## src/bpc_pkg.sv

```systemverilog
/*
  bpc_pkg: constants and carrier types for the buck power-control register.
  assumes: one 40 MHz clock domain; register access arrives as a decoded
  internal write/read strobe from the device's serial configuration logic.
*/
package bpc_pkg;
  localparam logic [7:0] BPC_ADDR_POWER_CHANNEL_CONTROL = 8'h0a;
  localparam logic [7:0] BPC_RESET_VALUE = 8'h7f;
  localparam int BPC_BIT_CH1 = 0;
  localparam int BPC_BIT_CH2 = 1;
  localparam int BPC_BIT_CH3 = 2;
  localparam int BPC_BIT_SKIP = 3;
  localparam int BPC_BIT_LOCKOUT = 6;
  localparam int BPC_NUM_CH = 3;
  // bits that carry function; the rest are stored but ignored
  localparam logic [7:0] BPC_FUNC_MASK = 8'h4f;

  // register access request from the configuration bus logic
  typedef struct packed {
    logic wr_en;
    logic rd_en;
    logic [7:0] addr;
    logic [7:0] wdata;
  } bpc_req_t;

  // control outputs to the power stage
  typedef struct packed {
    logic [2:0] ch_start;
    logic light_load_skip_enable;
    logic input_lockout_threshold_select;
  } bpc_ctrl_t;
endpackage : bpc_pkg

```

## src/bpc_power_ctrl.sv

```systemverilog
/*
  bpc_power_ctrl: power-channel-control register and enable-edge start logic.
  assumes: req and enable_pin are synchronous to clk; reads return the stored
  byte one cycle after rd_en; enable_pin is already debounced.
*/
`timescale 1ns/1ps
module bpc_power_ctrl
  import bpc_pkg::*;
#(
  // register width; the bus and readback path are built for one byte
  parameter int DATA_W = 8,
  // number of buck channels served by the select bits
  parameter int NUM_CH = BPC_NUM_CH
)
(
  input wire logic clk,
  input wire logic rst_b,
  input wire bpc_req_t req,
  input wire logic enable_pin,
  output bpc_ctrl_t ctrl,
  output logic [7:0] rdata,
  output logic rvalid
);

  logic [7:0] reg_ff, nxt_reg;
  logic en_ff, nxt_en;
  logic [2:0] start_ff, nxt_start;
  logic skip_ff, nxt_skip;
  logic lock_ff, nxt_lock;
  logic [7:0] rdata_ff, nxt_rdata;
  logic rvalid_ff, nxt_rvalid;
  logic hit;

  // timing seen from the bus side:
  //   a write taken at edge n is in reg_ff after n, and skip and lockout
  //   follow one edge later, since they are registered again for glitch-free pins.
  //   a read taken at edge n shows rvalid and rdata after n for one cycle;
  //   rdata then holds until the next read.
  // timing seen from the enable pin:
  //   the first sample of enable_pin high after a low sample latches the
  //   select bits into the start mask; a low sample clears the mask.
  //   the mask is frozen while enabled, so a late write cannot start or stop
  //   a converter part way through a power-up.
  // limitation: enable_pin is taken as already clean; a bouncing pin would
  // latch the mask more than once.

  // the ports are fixed at one byte and three channels; refuse anything else
  if (DATA_W != 8) begin : g_bad_width
    $error("DATA_W must be 8 for this register");
  end
  if (NUM_CH != BPC_NUM_CH) begin : g_bad_channels
    $error("NUM_CH must match the three select bits");
  end

  // pick the three channel select bits out of the stored byte
  function automatic logic [2:0] chan_sel(input logic [7:0] r);
    return r[BPC_BIT_CH3:BPC_BIT_CH1];
  endfunction : chan_sel

  // keep only the bits that act on the power stage
  function automatic logic [7:0] func_bits(input logic [7:0] r);
    return r & BPC_FUNC_MASK;
  endfunction : func_bits

  // address decode shared by the write and read paths
  function automatic logic addr_hit(input logic [7:0] a);
    return a == BPC_ADDR_POWER_CHANNEL_CONTROL;
  endfunction : addr_hit

  // next-state: write decode, edge detect, control derivation
  always_comb begin
    hit = addr_hit(req.addr);
    nxt_reg = reg_ff;
    if (req.wr_en && hit) begin
      nxt_reg = req.wdata; // unused bits stored for readback only
    end
    nxt_en = enable_pin;
    // selection is sampled at the edge; later writes do not start channels mid-run
    nxt_start = start_ff;
    if (!enable_pin) begin
      nxt_start = 3'h0;
    end else if (!en_ff) begin
      nxt_start = chan_sel(reg_ff);
    end
    nxt_skip = reg_ff[BPC_BIT_SKIP];
    nxt_lock = reg_ff[BPC_BIT_LOCKOUT];
    nxt_rvalid = req.rd_en;
    nxt_rdata = rdata_ff;
    if (req.rd_en) begin
      nxt_rdata = hit ? reg_ff : 8'h00; // other addresses belong elsewhere
    end
  end

  // registers; reset loads the factory value
  always_ff @(posedge clk or negedge rst_b) begin
    if (!rst_b) begin
      reg_ff <= BPC_RESET_VALUE;
      en_ff <= 1'b0;
      start_ff <= 3'h0;
      skip_ff <= BPC_RESET_VALUE[BPC_BIT_SKIP];
      lock_ff <= BPC_RESET_VALUE[BPC_BIT_LOCKOUT];
      rdata_ff <= 8'h00;
      rvalid_ff <= 1'b0;
    end else begin
      reg_ff <= nxt_reg;
      en_ff <= nxt_en;
      start_ff <= nxt_start;
      skip_ff <= nxt_skip;
      lock_ff <= nxt_lock;
      rdata_ff <= nxt_rdata;
      rvalid_ff <= nxt_rvalid;
    end
  end

  // one driver for the whole carrier; every field comes straight from a flip-flop
  assign ctrl = '{ch_start: start_ff, light_load_skip_enable: skip_ff, input_lockout_threshold_select: lock_ff};
  assign rdata = rdata_ff;
  assign rvalid = rvalid_ff;

  // checks
  a_start_on_edge: assert property (@(posedge clk) disable iff (!rst_b)
    (enable_pin && !en_ff) |=> (start_ff == $past(chan_sel(reg_ff))))
    else $error("start mask not taken from select bits at enable edge");
  a_start_off_low: assert property (@(posedge clk) disable iff (!rst_b)
    !enable_pin |=> (start_ff == 3'h0))
    else $error("channels started while enable low");
  a_start_hold: assert property (@(posedge clk) disable iff (!rst_b)
    (enable_pin && en_ff) |=> $stable(start_ff))
    else $error("start mask changed without enable edge");
  a_skip_follow: assert property (@(posedge clk) disable iff (!rst_b)
    ##1 (skip_ff == $past(reg_ff[3])))
    else $error("skip enable does not follow bit 3");
  a_lock_follow: assert property (@(posedge clk) disable iff (!rst_b)
    ##1 (lock_ff == $past(reg_ff[6])))
    else $error("lockout select does not follow bit 6");
  a_reg_hold: assert property (@(posedge clk) disable iff (!rst_b)
    !(req.wr_en && hit) |=> $stable(reg_ff))
    else $error("register changed without write");
  a_reg_write: assert property (@(posedge clk) disable iff (!rst_b)
    (req.wr_en && hit) |=> (reg_ff == $past(req.wdata)))
    else $error("write not stored");
  a_dont_care: assert property (@(posedge clk) disable iff (!rst_b)
    ($past(func_bits(reg_ff)) == func_bits(reg_ff) && en_ff && enable_pin) |=> $stable(ctrl))
    else $error("unused bits affected control");
  a_read_data: assert property (@(posedge clk) disable iff (!rst_b)
    (req.rd_en && hit) |=> (rvalid && rdata == $past(reg_ff)))
    else $error("read data wrong");
  // a mask may only stand while the pin was seen high
  a_start_idle: assert property (@(posedge clk) disable iff (!rst_b)
    !en_ff |-> (start_ff == 3'h0))
    else $error("start mask set while enable was low");
  // reads of other addresses still answer, with zero
  a_read_other: assert property (@(posedge clk) disable iff (!rst_b)
    (req.rd_en && !hit) |=> (rvalid && rdata == 8'h00))
    else $error("unmapped read did not return zero");
  // rvalid is a single pulse per read strobe
  a_rvalid_pulse: assert property (@(posedge clk) disable iff (!rst_b)
    !req.rd_en |=> !rvalid)
    else $error("rvalid without a read");
  // rdata holds between reads so a slow consumer still sees it
  a_rdata_hold: assert property (@(posedge clk) disable iff (!rst_b)
    !req.rd_en |=> $stable(rdata))
    else $error("read data moved without a read");
  // writes aimed at other registers leave this one alone
  a_other_write: assert property (@(posedge clk) disable iff (!rst_b)
    (req.wr_en && !hit) |=> $stable(reg_ff))
    else $error("foreign write changed the register");

  c_enable_edge: cover property (@(posedge clk) disable iff (!rst_b) enable_pin && !en_ff && reg_ff[2:0] != 3'h7);
  c_skip_off: cover property (@(posedge clk) disable iff (!rst_b) !skip_ff);
  c_low_lockout: cover property (@(posedge clk) disable iff (!rst_b) !lock_ff);
  c_write_read: cover property (@(posedge clk) disable iff (!rst_b) (req.wr_en && hit) ##1 (req.rd_en && hit));
  c_read_other: cover property (@(posedge clk) disable iff (!rst_b) req.rd_en && !hit);

endmodule : bpc_power_ctrl

```

## config.mk

```make
export PLATFORM = sky130hd
export DESIGN_NAME = bpc_power_ctrl
export DESIGN_NICKNAME = d
export VERILOG_FILES = /design/src/bpc_pkg.sv /design/src/bpc_power_ctrl.sv
export SDC_FILE = /design/constraint.sdc
export NUM_CORES = 1
export LEC_CHECK = 0
export BUFFER_PORTS_ARGS = -buffer_cell sky130_fd_sc_hd__buf_2
export CAP_MARGIN = 30
export CORE_MARGIN = 1
export CORE_UTILIZATION = 31
export DETAILED_ROUTE_END_ITERATION = 8
export SETUP_SLACK_MARGIN = 0.2
export SKIP_CTS_REPAIR_TIMING = 1
export SLEW_MARGIN = 10
export SYNTH_ARGS = -nofsm -noshare
export SYNTH_HDL_FRONTEND = slang
export SYNTH_SLANG_ARGS = --single-unit
```

## constraint.sdc

```tcl
create_clock -name clk -period 1.88 [get_ports clk]
set_input_delay 0.188 -clock clk [delete_from_list [all_inputs] [get_ports clk]]
set_output_delay 0.188 -clock clk [all_outputs]
set_load 0.005 [all_outputs]
```

==> impl_metrics.json <==
{
  "drt.antenna.violating_nets": 0,
  "fin_crit_sh_pct": 59.5,
  "ys_ff_latch": 23,
  "synth_ff_type": "dfrtp_1",
  "drc": 8,
  "grt_usage_pct": 11.6,
  "dieArea_mm2": 0.00321,
  "fin_worst_skew_ns": 0.00256,
  "grt_max_degree": 24,
  "clock-root-buffer": "clkbuf_4",
  "clk_latency_ns": 0.30,
  "reg2regPathDepth": 2,
  "synth_most_common_cell": "dfrtp_1",
  "critPathKind": "reg -> out",
  "ir_worst_vdd_v": 0.000429,
  "crit_path_top_delay_cell": "dfstp_2",
  "setup_viol": 0,
  "relSlewSlack_pct": 67.7,
  "diodes": 0,
  "gr-total-overflow": 0,
  "first_pass_iters": 5,
  "ys_warn_count": 0,
  "critical_path_peak_fanout": 1,
  "placementRows": 19,
  "grt_antenna_before_repair": 0,
  "nets": 127,
  "synthCells": 69,
  "fp.dieW_um": 56.7,
  "synth_top_area_share_pct": 37.8,
  "cts.sinks": 23,
  "grt_pass1_wl_um": 2800,
  "fmax_mhz": 893,
  "cp_cell_sequence": "buf_2",
  "pre_cts_ws_ns": 0.620,
  "synth_cell_types": 12,
  "synth-edff-count": 0,
  "start_kind": "flop",
  "slowest_delay_ns": 0.54,
  "syn-num-nets": 90,
  "vias_per_cell": 4.53,
  "path_delay_family": "flip-flops",
  "grt_pass1_vias": 648,
  "place_hpwl_um": 1250,
  "clk_pin_slew_ns": 0.12,
  "die-height_um": 56.7,
  "violations": "design-rule violations",
  "start_util_pct": 33.1,
  "reg2reg_slack_ns": 1.07,
  "grt_setup_unrepaired": "no",
  "pin_count": 35,
  "holdPathStages": 2,
  "layout_setup_ws_ns": 0.761,
  "wl_um": 1640,
  "hold_viol": 0,
  "syn_area_per_cell_um2": 13.4,
  "routabilityCongestion": 0.680,
  "htree_levels": 1,
  "endpoint_kind": "output port",
  "maxCapViolations": 0,
  "async_flop_share_pct": 100,
  "first_iter_violations": 13,
  "utilization_pct": 41.4,
  "port_buffers": 34,
  "area_growth_pct": 25.2,
  "vias": 616,
  "drive_gt1_share_pct": 55.2,
  "cts_made_buffers": 3,
  "cp_num_buf_inv": 1,
  "cp.required_ns": 1.69,
  "synth_seq_area_share_pct": 63.3,
  "syn_area_um2": 927,
  "synth_area_leader_cell": "dfrtp_1",
  "wl_per_cell_um": 12.1,
  "slew_viol_final": 0,
  "finalCriticalPeriod_ns": 1.12,
  "worstSetupPathDepth": 1,
  "holdCritPathClass": "in -> reg",
  "max_slew.worst_pin.slew_ns": 0.485,
  "arrival_ns": 0.93,
  "outcome": "complete, but fails checks",
  "cts_tree": "built",
  "coreArea_mm2": 0.00281,
  "netlist_top_cells_area": "dfrtp_1, dfstp_2, mux2_2",
  "synth_common_cells": "dfrtp_1, dfstp_2, nand2_1",
  "setup-tns-final_ns": 0,
  "power.density_mw_per_mm2": 694,
  "max-clock-path-buffers": 2,
  "p_leak_uw": 0.000559
}
## state kept, by name (all words and copies together), names as in the netlist
signal	count
skip_ff	1
start_ff	3
lock_ff	1
rdata	8
en_ff	1
reg_ff	8
rvalid	1
## layout make-up
| class | instances | area, um^2 |
|---|---|---|
| well taps | 31 | 38.8 |
| multi-input cells | 34 | 288 |
| fillers | 287 | 1640 |
| inverters | 8 | 30.0 |
| repair buffers | 36 | 190 |
| flip-flops and latches | 23 | 587 |
| clock buffers | 3 | 22.5 |
| clock inverters | 1 | 5.00 |
## placed cells by master (no fill, tap or decap)
| master | instances |
|---|---|
| buf_2 | 34 |
| clkbuf_4 | 3 |
| clkinv_2 | 1 |
| dfrtp_1 | 14 |
| dfstp_2 | 9 |
| dlygate4sd3_1 | 2 |
| inv_1 | 8 |
| mux2_2 | 8 |
| mux2i_1 | 3 |
| nand2_1 | 9 |
| nand3_4 | 1 |
| nor2b_1 | 3 |
| nor4b_4 | 2 |
| o22ai_1 | 8 |
## power breakdown
part | total (uW) | switching (uW) | internal (uW)
registers | 524 | 8.20 | 516
logic | 66.2 | 31.9 | 34.4
clock network | 216 | 137 | 79.2
total | 806 | 177 | 629
## stage by stage
stage	total power (uW)	cells	hold WS, ns	cell area (um^2)
final	806	136	0.113	1160
after CTS	821	134	-0.160	1140
after floorplan	557	69	-0.108	927
after global placement	595	130	0.173	1110
after detailed placement	598	130	0.186	1110
after global routing	851	136	0.0928	1160
## metal layers
layer  GRT usage [%]  wire length, um  up-vias  share of wire, %
met5               0                0        -                 0
met4            5.36               19        0               1.2
met3            3.23              111        2               6.8
met2            18.5              819       21                50
met1            14.6              691      292                42
li1                -                -      301                 -
## worst paths after layout
kind,end,start
max in group asynchronous,reg_ff[1],rst_b
max reg2reg,rdata[6],reg_ff[6]
max,ctrl[1],skip_ff
min in group asynchronous,start_ff[1],rst_b
min,reg_ff[7],req[7]
min reg2reg,skip_ff,reg_ff[3]
## cell families after synthesis
logic type / share of synthesized area (%)
DFF: 63.3
AOI/OAI and AO/OA: 5.40
muxes: 13.0
and+or+nand+nor: 12.7
buffers and inverters: 5.67
No activity file was read; power rests on OpenSTA's default activity.
